[src/logic/pes_pkg.sv]
/*
 * Shared constants, types and helper functions for the event-select decode block.
 * Assumes a 32-bit AXI4-Lite register bus and one core clock.
 */
package pes_pkg;

	// ----------------------------------------------------------------
	// Register map and fields
	// ----------------------------------------------------------------
	localparam int ADDR_W = 12;
	localparam logic [11:0] OFS_SELECT = 12'h000;
	localparam logic [11:0] OFS_CNT_LO = 12'h004;
	localparam logic [11:0] OFS_CNT_HI = 12'h008;
	localparam int SEL_CODE_LSB = 0;
	localparam int SEL_QUAL_LSB = 8;
	localparam int SEL_EDGE_BIT = 18;
	localparam int SEL_EN_BIT = 22;
	localparam int SEL_INV_BIT = 23;
	localparam int SEL_THR_LSB = 24;
	localparam logic [31:0] SEL_RESET = 32'h0000_0000;
	localparam logic [31:0] SEL_WMASK = 32'hffc4_ffff;
	localparam logic [1:0] RESP_OKAY = 2'h0;
	localparam logic [1:0] RESP_SLVERR = 2'h2;

	// ----------------------------------------------------------------
	// Event codes and limits
	// ----------------------------------------------------------------
	localparam logic [7:0] EV_FP_DISPATCH = 8'h00;
	localparam logic [7:0] EV_FP_NO_RETIRE = 8'h01;
	localparam logic [7:0] EV_FP_FAST_FLAG = 8'h02;
	localparam logic [7:0] EV_SEG_LOAD = 8'h20;
	localparam logic [7:0] EV_SMC_RESTART = 8'h21;
	localparam logic [7:0] EV_PROBE_RESTART = 8'h22;
	localparam logic [7:0] EV_LSB_TWO_FULL = 8'h23;
	localparam logic [7:0] EV_LOCKED_OPS = 8'h24;
	localparam logic [7:0] EV_MEM_REQ_TYPE = 8'h65;
	localparam logic [7:0] EV_DC_ACCESS = 8'h40;
	localparam logic [7:0] EV_DC_MISS = 8'h41;
	localparam logic [7:0] EV_DC_REFILL = 8'h42;
	localparam logic [7:0] EV_DC_REFILL_SYS = 8'h43;
	localparam logic [7:0] EV_DC_EVICT = 8'h44;
	localparam logic [7:0] EV_DTLB_L2_HIT = 8'h45;
	localparam logic [7:0] EV_DTLB_MISS = 8'h46;
	localparam logic [1:0] MAX_PER_CYCLE = 2'h3;
	localparam logic [7:0] THR_MAX = 8'h03;
	localparam int QUAL_UC = 0;
	localparam int QUAL_WC = 1;
	localparam int QUAL_SS = 7;

	// Per-cycle occurrences from pipelines, caches and TLBs
	typedef struct packed {
		logic [5:0] fp_disp;
		logic [5:0] fp_packed;
		logic fp_retired;
		logic [1:0] fp_fast;
		logic [6:0] seg_load;
		logic smc_restart;
		logic probe_restart;
		logic lsb_two_full;
		logic [2:0] lock;
		logic mem_uc;
		logic mem_wc_flush;
		logic mem_ss_flush;
		logic [1:0] dc_access;
		logic dc_miss_first;
		logic [1:0] dc_miss_stream;
		logic [4:0] dc_refill;
		logic [4:0] dc_refill_sys;
		logic [4:0] dc_evict;
		logic dtlb_l2_hit;
		logic dtlb_miss;
	} pes_src_t;

	// Number of set bits in a byte
	function automatic logic [3:0] pes_popcount(input logic [7:0] v);
		logic [3:0] n;
		n = 4'h0;
		for (int i = 0; i < 8; i++) begin
			n = n + {3'h0, v[i]};
		end
		return n;
	endfunction

endpackage

[src/logic/pes_sel_if.sv]
/*
 * Selection and occurrence carrier between the core and the decoder.
 * Assumes both ends sit in the same clock domain.
 */
`timescale 1ns/1ps
interface pes_sel_if;
	import pes_pkg::*;
	logic [7:0] code;
	logic [7:0] qual;
	pes_src_t src;
	logic [1:0] occ;
	modport core (output code, output qual, output src, input occ);
	modport decode (input code, input qual, input src, output occ);
endinterface

[src/logic/pes_decode.sv]
/*
 * Combinational event decoder: selected occurrences per cycle, 0 to 3.
 * Assumes the source bits are per-cycle pulses or levels from the core clock.
 */
`timescale 1ns/1ps
module pes_decode (
	pes_sel_if.decode sel
);
	import pes_pkg::*;

	logic [3:0] raw;
	pes_src_t s;
	logic [7:0] q;

	assign s = sel.src;
	assign q = sel.qual;

	// ----------------------------------------------------------------
	// Event multiplexer
	// ----------------------------------------------------------------
	// Masked sub-events are summed; unknown codes give nothing
	always_comb begin
		raw = 4'h0;
		case (sel.code)
			EV_FP_DISPATCH: begin
				raw = pes_popcount({2'h0, s.fp_disp & q[5:0]})
					+ pes_popcount({2'h0, s.fp_disp & s.fp_packed & q[5:0]});
			end
			EV_FP_NO_RETIRE: raw = {3'h0, ~s.fp_retired};
			EV_FP_FAST_FLAG: raw = {2'h0, s.fp_fast};
			EV_SEG_LOAD: raw = pes_popcount({1'h0, s.seg_load & q[6:0]});
			EV_SMC_RESTART: raw = {3'h0, s.smc_restart};
			EV_PROBE_RESTART: raw = {3'h0, s.probe_restart};
			EV_LSB_TWO_FULL: raw = {3'h0, s.lsb_two_full};
			EV_LOCKED_OPS: raw = pes_popcount({5'h0, s.lock & q[2:0]});
			EV_MEM_REQ_TYPE: begin
				raw = pes_popcount({q[QUAL_SS] & s.mem_ss_flush, 5'h0,
					q[QUAL_WC] & s.mem_wc_flush, q[QUAL_UC] & s.mem_uc});
			end
			EV_DC_ACCESS: raw = {2'h0, s.dc_access};
			EV_DC_MISS: raw = {3'h0, s.dc_miss_first} + {2'h0, s.dc_miss_stream};
			EV_DC_REFILL: raw = pes_popcount({3'h0, s.dc_refill & q[4:0]});
			EV_DC_REFILL_SYS: raw = pes_popcount({3'h0, s.dc_refill_sys & q[4:0]});
			EV_DC_EVICT: raw = pes_popcount({3'h0, s.dc_evict & q[4:0]});
			EV_DTLB_L2_HIT: raw = {3'h0, s.dtlb_l2_hit};
			EV_DTLB_MISS: raw = {3'h0, s.dtlb_miss};
			default: raw = 4'h0;
		endcase
	end

	// Clamp to the per-cycle limit
	assign sel.occ = (raw > {2'h0, MAX_PER_CYCLE}) ? MAX_PER_CYCLE : raw[1:0];

endmodule

[src/logic/pes_top.sv]
/*
 * Performance counter with event-select decode, reached over AXI4-Lite.
 * Assumes event inputs are synchronous to SYS_CLK and a well-behaved AXI4-Lite master.
 */

// How it works
// - Code 00h counts FP dispatches; qualifier bits 01h-20h pick pipes and load forms.
// - A packed 128-bit FP dispatch adds two, a scalar one adds one.
// - Code 01h counts cycles with no FP retire; inversion counts cycles with retires.
// - Code 02h counts fast-flag FP operations, speculative included.
// - Code 20h counts segment loads; qualifier bits 01h-40h pick seven registers.
// - Code 21h counts restarts from stores hitting already fetched younger instructions.
// - Code 22h counts restarts from invalidating probes hitting speculative loads.
// - Code 23h counts cycles in which the second load/store buffer is full.
// - Code 24h: 01h locked instructions, 02h speculative cycles, 04h non-speculative cycles.
// - Code 65h counts uncachable requests, write-combining flushes and streaming-store flushes.
// - Code 40h counts each eight-byte data cache access, speculative included.
// - Code 41h counts only the first miss to a line while its refill pends.
// - Code 41h counts every streaming store miss individually.
// - Code 42h: bit 0 refills from system, bits 4:1 second-level refills by state.
// - Code 43h counts system refills; bits 01h-10h pick invalid through modified.
// - Code 44h counts written-back victim lines, selected by victim coherency state.
// - Code 45h counts first-level data TLB misses that hit second level.
// - Code 46h counts data accesses missing both data TLB levels.
// - Several qualifier bits together monitor all selected sub-events at once.
// - Zero threshold adds the number of selected events per cycle, at most 3.
// - Bit 18 set counts rising edges of the condition, clear counts its level.
`timescale 1ns/1ps
module pes_top #(
	parameter int CNT_W = 48
) (
	input wire logic SYS_CLK,
	input wire logic SYS_RST,
	input wire logic [pes_pkg::ADDR_W-1:0] S_AXI_AWADDR,
	input wire logic S_AXI_AWVALID,
	output logic S_AXI_AWREADY,
	input wire logic [31:0] S_AXI_WDATA,
	input wire logic [3:0] S_AXI_WSTRB,
	input wire logic S_AXI_WVALID,
	output logic S_AXI_WREADY,
	output logic [1:0] S_AXI_BRESP,
	output logic S_AXI_BVALID,
	input wire logic S_AXI_BREADY,
	input wire logic [pes_pkg::ADDR_W-1:0] S_AXI_ARADDR,
	input wire logic S_AXI_ARVALID,
	output logic S_AXI_ARREADY,
	output logic [31:0] S_AXI_RDATA,
	output logic [1:0] S_AXI_RRESP,
	output logic S_AXI_RVALID,
	input wire logic S_AXI_RREADY,
	input wire logic [5:0] FP_DISPATCH,
	input wire logic [5:0] FP_DISPATCH_PACKED,
	input wire logic FP_RETIRED,
	input wire logic [1:0] FP_FAST_FLAG,
	input wire logic [6:0] SEG_LOAD,
	input wire logic SMC_RESTART,
	input wire logic PROBE_RESTART,
	input wire logic LOAD_STORE_BUFFER_TWO_FULL,
	input wire logic LOCK_EXEC,
	input wire logic LOCK_SPEC_CYCLE,
	input wire logic LOCK_NONSPEC_CYCLE,
	input wire logic MEM_UC_REQ,
	input wire logic MEM_WC_FLUSH,
	input wire logic MEM_SS_FLUSH,
	input wire logic [1:0] DC_ACCESS,
	input wire logic DC_MISS_FIRST,
	input wire logic [1:0] DC_MISS_STREAM,
	input wire logic [4:0] DC_REFILL,
	input wire logic [4:0] DC_REFILL_SYS,
	input wire logic [4:0] DC_EVICT,
	input wire logic DTLB_L2_HIT,
	input wire logic DTLB_MISS,
	output logic [CNT_W-1:0] PERFORMANCE_COUNTER
);
	import pes_pkg::*;

	// ----------------------------------------------------------------
	// Declarations
	// ----------------------------------------------------------------
	// Software-visible state
	logic [31:0] event_select;
	logic [CNT_W-1:0] performance_counter;

	// Write address and data held until both are in
	logic aw_held;
	logic w_held;
	logic [ADDR_W-1:0] aw_addr;
	logic [31:0] w_data;
	logic [3:0] w_strb;

	// Register strobes of a complete write
	logic write_go;
	logic wr_select;
	logic wr_cnt_lo;
	logic wr_cnt_hi;

	// Merged write values and the upper counter word
	logic [31:0] cnt_hi_word;
	logic [31:0] next_select;
	logic [31:0] next_cnt_lo;
	logic [31:0] next_cnt_hi;

	// Read path
	logic [31:0] read_word;
	logic read_hit;

	// Counting controls and per-cycle step
	logic [7:0] count_threshold;
	logic invert_threshold;
	logic edge_mode;
	logic count_enable;
	logic [1:0] level_inc;
	logic cond_now;
	logic cond_prev;
	logic [1:0] step;

	pes_sel_if sel ();

	// ----------------------------------------------------------------
	// Helper functions
	// ----------------------------------------------------------------
	// Word address of a byte address; the two low bits are ignored
	function automatic logic [ADDR_W-1:0] pes_word_addr(input logic [ADDR_W-1:0] a);
		return {a[ADDR_W-1:2], 2'h0};
	endfunction

	// True for a word address that holds a register
	function automatic logic pes_mapped(input logic [ADDR_W-1:0] a);
		logic hit;
		case (a)
			OFS_SELECT, OFS_CNT_LO, OFS_CNT_HI: hit = 1'b1;
			default: hit = 1'b0;
		endcase
		return hit;
	endfunction

	// Byte-lane merge of a write into an old word
	function automatic logic [31:0] pes_merge(input logic [31:0] old_word, input logic [31:0] new_word,
		input logic [3:0] strb);
		logic [31:0] m;
		m = old_word;
		for (int i = 0; i < 4; i++) begin
			if (strb[i]) begin
				m[i*8 +: 8] = new_word[i*8 +: 8];
			end
		end
		return m;
	endfunction

	// ----------------------------------------------------------------
	// Decoder
	// ----------------------------------------------------------------
	// Bundle the occurrence inputs for the decoder
	assign sel.code = event_select[SEL_CODE_LSB +: 8];
	assign sel.qual = event_select[SEL_QUAL_LSB +: 8];
	always_comb begin
		sel.src = '0;
		sel.src.fp_disp = FP_DISPATCH;
		sel.src.fp_packed = FP_DISPATCH_PACKED;
		sel.src.fp_retired = FP_RETIRED;
		sel.src.fp_fast = FP_FAST_FLAG;
		sel.src.seg_load = SEG_LOAD;
		sel.src.smc_restart = SMC_RESTART;
		sel.src.probe_restart = PROBE_RESTART;
		sel.src.lsb_two_full = LOAD_STORE_BUFFER_TWO_FULL;
		sel.src.lock = {LOCK_NONSPEC_CYCLE, LOCK_SPEC_CYCLE, LOCK_EXEC};
		sel.src.mem_uc = MEM_UC_REQ;
		sel.src.mem_wc_flush = MEM_WC_FLUSH;
		sel.src.mem_ss_flush = MEM_SS_FLUSH;
		sel.src.dc_access = DC_ACCESS;
		sel.src.dc_miss_first = DC_MISS_FIRST;
		sel.src.dc_miss_stream = DC_MISS_STREAM;
		sel.src.dc_refill = DC_REFILL;
		sel.src.dc_refill_sys = DC_REFILL_SYS;
		sel.src.dc_evict = DC_EVICT;
		sel.src.dtlb_l2_hit = DTLB_L2_HIT;
		sel.src.dtlb_miss = DTLB_MISS;
	end

	pes_decode u_decode (
		.sel(sel.decode)
	);

	// ----------------------------------------------------------------
	// Threshold, inversion and edge detect
	// ----------------------------------------------------------------
	// Fields of the event-select word
	assign count_threshold = event_select[SEL_THR_LSB +: 8];
	assign invert_threshold = event_select[SEL_INV_BIT];
	assign edge_mode = event_select[SEL_EDGE_BIT];
	assign count_enable = event_select[SEL_EN_BIT];

	// Per-cycle increment in level mode
	always_comb begin
		level_inc = 2'h0;
		if (count_threshold == 8'h00) begin
			if (invert_threshold) begin
				level_inc = (sel.occ == 2'h0) ? 2'h1 : 2'h0;
			end else begin
				level_inc = sel.occ;
			end
		end else if (count_threshold <= THR_MAX) begin
			if (invert_threshold) begin
				level_inc = ({6'h0, sel.occ} < count_threshold) ? 2'h1 : 2'h0;
			end else begin
				level_inc = ({6'h0, sel.occ} >= count_threshold) ? 2'h1 : 2'h0;
			end
		end else begin
			level_inc = 2'h0; // Reserved thresholds count nothing
		end
	end

	// Condition and step; edge mode adds one on a rising condition
	assign cond_now = (level_inc != 2'h0);
	assign step = edge_mode ? {1'h0, cond_now & ~cond_prev} : level_inc;

	// Previous condition for edge detection
	always_ff @(posedge SYS_CLK or posedge SYS_RST) begin
		if (SYS_RST) begin
			cond_prev <= 1'b0;
		end else begin
			cond_prev <= cond_now;
		end
	end

	// ----------------------------------------------------------------
	// AXI4-Lite write channel
	// ----------------------------------------------------------------
	// Each ready while its own channel holds nothing and no answer waits
	assign S_AXI_AWREADY = ~aw_held & ~S_AXI_BVALID;
	assign S_AXI_WREADY = ~w_held & ~S_AXI_BVALID;

	// Register strobes once address and data are both in
	assign write_go = aw_held & w_held;
	assign wr_select = write_go & (aw_addr == OFS_SELECT);
	assign wr_cnt_lo = write_go & (aw_addr == OFS_CNT_LO);
	assign wr_cnt_hi = write_go & (aw_addr == OFS_CNT_HI);

	// Hold the write address until its data is also in
	always_ff @(posedge SYS_CLK or posedge SYS_RST) begin
		if (SYS_RST) begin
			aw_held <= 1'b0;
			aw_addr <= '0;
		end else if (S_AXI_AWVALID && S_AXI_AWREADY) begin
			aw_held <= 1'b1;
			aw_addr <= pes_word_addr(S_AXI_AWADDR);
		end else if (write_go) begin
			aw_held <= 1'b0;
		end
	end

	// Hold the write data until its address is also in
	always_ff @(posedge SYS_CLK or posedge SYS_RST) begin
		if (SYS_RST) begin
			w_held <= 1'b0;
			w_data <= 32'h0000_0000;
			w_strb <= 4'h0;
		end else if (S_AXI_WVALID && S_AXI_WREADY) begin
			w_held <= 1'b1;
			w_data <= S_AXI_WDATA;
			w_strb <= S_AXI_WSTRB;
		end else if (write_go) begin
			w_held <= 1'b0;
		end
	end

	// Write response; unmapped addresses answer with an error
	always_ff @(posedge SYS_CLK or posedge SYS_RST) begin
		if (SYS_RST) begin
			S_AXI_BVALID <= 1'b0;
			S_AXI_BRESP <= RESP_OKAY;
		end else if (write_go) begin
			S_AXI_BVALID <= 1'b1;
			S_AXI_BRESP <= pes_mapped(aw_addr) ? RESP_OKAY : RESP_SLVERR;
		end else if (S_AXI_BREADY) begin
			S_AXI_BVALID <= 1'b0;
		end
	end

	// ----------------------------------------------------------------
	// Registers
	// ----------------------------------------------------------------
	// Next values: byte-lane merge into the current contents
	assign cnt_hi_word = {{(64-CNT_W){1'b0}}, performance_counter[CNT_W-1:32]};
	assign next_select = pes_merge(event_select, w_data, w_strb) & SEL_WMASK;
	assign next_cnt_lo = pes_merge(performance_counter[31:0], w_data, w_strb);
	assign next_cnt_hi = pes_merge(cnt_hi_word, w_data, w_strb);

	// Event-select register
	always_ff @(posedge SYS_CLK or posedge SYS_RST) begin
		if (SYS_RST) begin
			event_select <= SEL_RESET;
		end else if (wr_select) begin
			event_select <= next_select;
		end
	end

	// Counter: a software load wins over a count in the same cycle
	always_ff @(posedge SYS_CLK or posedge SYS_RST) begin
		if (SYS_RST) begin
			performance_counter <= '0;
		end else if (wr_cnt_lo) begin
			performance_counter[31:0] <= next_cnt_lo;
		end else if (wr_cnt_hi) begin
			performance_counter[CNT_W-1:32] <= next_cnt_hi[CNT_W-33:0];
		end else if (count_enable) begin
			performance_counter <= performance_counter + CNT_W'(step);
		end
	end

	// Counter output straight from its register
	assign PERFORMANCE_COUNTER = performance_counter;

	// ----------------------------------------------------------------
	// AXI4-Lite read channel
	// ----------------------------------------------------------------
	// A new read is taken once the last answer is gone
	assign S_AXI_ARREADY = ~S_AXI_RVALID;

	// Read multiplexer
	always_comb begin
		read_word = 32'h0000_0000;
		read_hit = pes_mapped(pes_word_addr(S_AXI_ARADDR));
		case (pes_word_addr(S_AXI_ARADDR))
			OFS_SELECT: read_word = event_select;
			OFS_CNT_LO: read_word = performance_counter[31:0];
			OFS_CNT_HI: read_word = cnt_hi_word;
			default: read_word = 32'h0000_0000;
		endcase
	end

	// Registered read answer
	always_ff @(posedge SYS_CLK or posedge SYS_RST) begin
		if (SYS_RST) begin
			S_AXI_RVALID <= 1'b0;
			S_AXI_RDATA <= 32'h0000_0000;
			S_AXI_RRESP <= RESP_OKAY;
		end else if (S_AXI_ARVALID && S_AXI_ARREADY) begin
			S_AXI_RVALID <= 1'b1;
			S_AXI_RDATA <= read_word;
			S_AXI_RRESP <= read_hit ? RESP_OKAY : RESP_SLVERR;
		end else if (S_AXI_RREADY) begin
			S_AXI_RVALID <= 1'b0;
		end
	end

endmodule

[config.mk]
export PLATFORM = sky130hd
export DESIGN_NAME = pes_top
export DESIGN_NICKNAME = d
export VERILOG_FILES = /design/src/logic/pes_pkg.sv /design/src/logic/pes_sel_if.sv /design/src/logic/pes_decode.sv /design/src/logic/pes_top.sv
export SDC_FILE = /design/constraint.sdc
export NUM_CORES = 1
export LEC_CHECK = 0
export BUFFER_PORTS_ARGS = -buffer_cell sky130_fd_sc_hd__buf_2
export CAP_MARGIN = 20
export CORE_MARGIN = 2
export CORE_UTILIZATION = 40
export CTS_CLUSTER_DIAMETER = 150
export DETAILED_ROUTE_END_ITERATION = 6
export PLACE_DENSITY = 0.61
export SYNTH_ARGS = -nofsm -noshare
export SYNTH_HDL_FRONTEND = slang
export SYNTH_HIERARCHICAL = 1
export SYNTH_SLANG_ARGS = --single-unit
[constraint.sdc]
create_clock -name SYS_CLK -period 7.27 [get_ports SYS_CLK]
set_clock_uncertainty 0.1 [all_clocks]
set_input_delay 1.0905 -clock SYS_CLK [delete_from_list [all_inputs] [get_ports SYS_CLK]]
set_output_delay 1.0905 -clock SYS_CLK [all_outputs]
set_load 0.005 [all_outputs]
==> reports/results.txt <==
Worst slew pin tran - 1.10 ns
Fmax - 142 MHz
Leak Pwr - 0.00531 uW
Layout Area Growth over Synthesis - 24.1%
Most frequent CP cell - inv_2
Synth Area in XOR/XNOR - 0.00186
Main combinational cell family by area after synthesis - simple AND/OR/NAND/NOR gates
Crit share post-route - 0.970
WHS Endpoint - S_AXI_RDATA[19]
H-tree depth - 4
Maximum VDD drop - 0.000179 V
Via count - 8505
Synth Area in Adders - 0.0599
Clk root buf - clkbuf_16
Most used DFF post-synth - dfrtp_1
GPL Wtd Cong - 0.881
Worst-path maximum fanout - 8
Hold depth - 2
Pint - 1930 uW
Comb pwr share - 0.230
Post-DP HPWL - 21700 um
Vias per inst - 5.72
Critical path required time - 7.48 ns
Worst Setup End Kind - register
Synth Area in Simple Gates - 0.211
Post-synthesis register bit count - 160
Port bufs - 202
CTS tree - built
Max stage delay cell, worst path - fa_1
Final net count - 1310
Setup TNS - 0 ns
Global-route wire length before repair - 46800 um
Pwr Density - 250 nW/um2
Rel. slew slack - 0.267
RR Startpoint - event_select[11]
Share of cells above drive strength 1 - 0.342
DR pass1 iterations - 5
Mux cell area share after synthesis - 0.0915
Synthesized area - 9400 um2
Die Ht - 157 um
Worst Hold Class - reg2reg
Reg2reg path depth - 30
Cell Area, Placed - 10800 um2
Post-synthesis cell type count - 73
Clk network pwr share - 0.300
I/O pins - 209
Reg2Reg Capture Point - PERFORMANCE_COUNTER[34]
Post-synth EDFFs - 0
Worst path max stage delay - 0.53 ns
Seq/Total Area, Yosys - 0.426
Starting DRC count in detailed routing - 672
Switch share - 0.338
Startpoint types - input pin
Critical path class - in2reg
Min Hold Slack - 0.362 ns
Core area - 23300 um2
Rows - 56
HP Start - S_AXI_RDATA[19]
Final ANT Viol Nets - 0
Wire per inst - 20.2 um
DP Cell Count - 1451
Register share of total power - 0.470
Cts hold-fix bufs - 0
Num CTS Buffers - 17
Pins Over Slew Limit - 0
Reg2reg setup slack - 0.45 ns
Die area - 24700 um2
Yosys warns - 6
Synth top area share - 0.426
Post-Syn Instances - 958
Tmin final - 7.05 ns
Clk Latency, worst-skew pair - 0.44 ns
Status - complete, no violations
GRT overflow - 0
Compound-Gate Fraction of Synth Area - 0.164
Final hold vios - 0
Post-route cell area - 11700 um2
Setup Viol. Count Final - 0
Die Span X - 157 um
Largest net degree at the start of global routing - 94
CP arrival - 7.26 ns
# DRC - 0
Clk slew on worst S/H paths - 0.06 ns
Initial Util - 0.404
Total net switching power - 984 uW
Synth area leaders - dfrtp_1 43%, mux2_2 8.5%, fa_1 4.3%
Deepest clock path buffer count - 2
Final Power - 2910 uW
CTS sink count - 160
Post-synth top area cell - dfrtp_1
Post-synth ARST share - 1.00
GRT Total Usage - 0.247
Max Cap Viol - 0
Mean Syn Cell Area - 9.81 um2
Non-filler cells, final - 1488
Unrepaired setup endpoints after global routing - yes
Number of global-route vias before repair - 8238
Initial antenna violation count - 1
Final wirelength - 30100 um
-- kinds of logic after synthesis --
logic type                 after synthesis
and+or+nand+nor                        354
AOI/OAI and AO/OA                      227
DFF                                    160
buffers and inverters                  104
muxes                                   77
adders and majority gates               33
xor gates and xnor gates                 2
other                                    1
-- worst max-delay path, delay by kind of cell --
family	cells	cell delay (ns)
adders and majority gates	8	2.79
and+or+nand+nor	6	1.21
AOI/OAI and AO/OA	7	1.25
buffers and inverters	10	0.90
-- per-stage QoR --
stage,setup WS (ns),util
2_1_floorplan,-0.0759,-
3_3_place_gp,-0.570,0.465
3_5_place_dp,-0.824,0.466
4_1_cts,0.00942,0.491
5_1_grt,-0.0414,0.501
6_report,0.216,0.501
-- metal layers --
metal / track usage / vias to the layer above / part of all wire
met5: 0 / - / 0
met4: 0.0939 / 0 / 0.027
met3: 0.0507 / 41 / 0.060
met2: 0.384 / 304 / 0.47
met1: 0.340 / 4210 / 0.44
li1: - / 3950 / -
-- layout by cell type, fill, tap and decap left out, drive strengths merged, types with 5 or more instances in the layout --
master,Yosys,routed
mux2,71,71
and3,29,29
and4b,5,5
clkbuf,43,20
nand2,79,79
inv,42,42
nor2b,7,7
nor4,23,23
or2,5,5
and2,33,33
nand3b,6,6
a211oi,12,12
nor3b,5,5
nand4,28,28
a21oi,53,53
or4,8,8
a311oi,6,6
o22ai,15,15
nand3,28,28
nor3,25,25
nand2b,9,9
mux2i,6,6
nor2,46,46
buf,19,241
a31oi,5,5
and4,8,8
or3,6,6
ha,13,13
dfrtp,160,160
fa,20,20
o21ai,48,48
clkinv,0,6
a22oi,30,30
o32ai,5,5
-- synthesized netlist by cell type, drive strengths merged (5+ instances only) --
master / instances
or2: 5
or3: 6
o21ai: 48
nor3b: 5
and2: 33
clkbuf: 43
and3: 29
and4b: 5
dfrtp: 160
or4: 8
nand2: 79
nand4: 28
nand3b: 6
a311oi: 6
and4: 8
nor4: 23
nor3: 25
o22ai: 15
inv: 42
nor2: 46
nor2b: 7
a31oi: 5
a21oi: 53
mux2i: 6
fa: 20
nand3: 28
a211oi: 12
mux2: 71
nand2b: 9
buf: 19
ha: 13
o32ai: 5
a22oi: 30
-- registers in the layout (all words and copies together) (netlist names) --
signal and flops:
S_AXI_BVALID 1, event_select 27, S_AXI_BRESP 1, S_AXI_RDATA 32, aw_addr 10, PERFORMANCE_COUNTER 48
aw_held 1, w_strb 4, S_AXI_RVALID 1, S_AXI_RRESP 1, cond_prev 1, w_data 32
w_held 1
-- worst max-delay path by stage --
stage,from,to,slack [ns],cells past startpoint
after CTS,FP_DISPATCH[0],PERFORMANCE_COUNTER[47],0.009,26
final,FP_DISPATCH[3],PERFORMANCE_COUNTER[34],0.22,31
after floorplan,FP_DISPATCH[0],PERFORMANCE_COUNTER[26],-0.08,23
after global placement,FP_DISPATCH[0],PERFORMANCE_COUNTER[46],-0.57,27
after global routing,FP_DISPATCH[5],PERFORMANCE_COUNTER[40],-0.04,32
after detailed placement,FP_DISPATCH[0],PERFORMANCE_COUNTER[46],-0.82,27
-- layout make-up --
| class | instances | area, um2 |
|---|---|---|
| multi-input cells | 695 | 5190 |
| fillers | 2265 | 11600 |
| flip-flops and latches | 160 | 4000 |
| repair buffers | 241 | 1350 |
| diodes | 1 | 2.50 |
| clock inverters | 10 | 116 |
| well taps | 319 | 399 |
| inverters | 42 | 163 |
| clock buffers | 20 | 437 |
-- timing repair --
item,4_1_cts,5_1_grt
gates cloned,0,0
pin swaps,6,28
resized for setup,9,37
setup buffers,1,4
endpoints found under the setup margin,27,40
-- power by group through the flow --
stage	logic (uW)	registers (uW)	clock network (uW)
final	671	1370	873
after detailed placement	650	1370	0
after global routing	745	1400	914
after global placement	635	1370	0
after floorplan	506	1230	0
after CTS	654	1360	885
(Power assumes the default switching activity.)
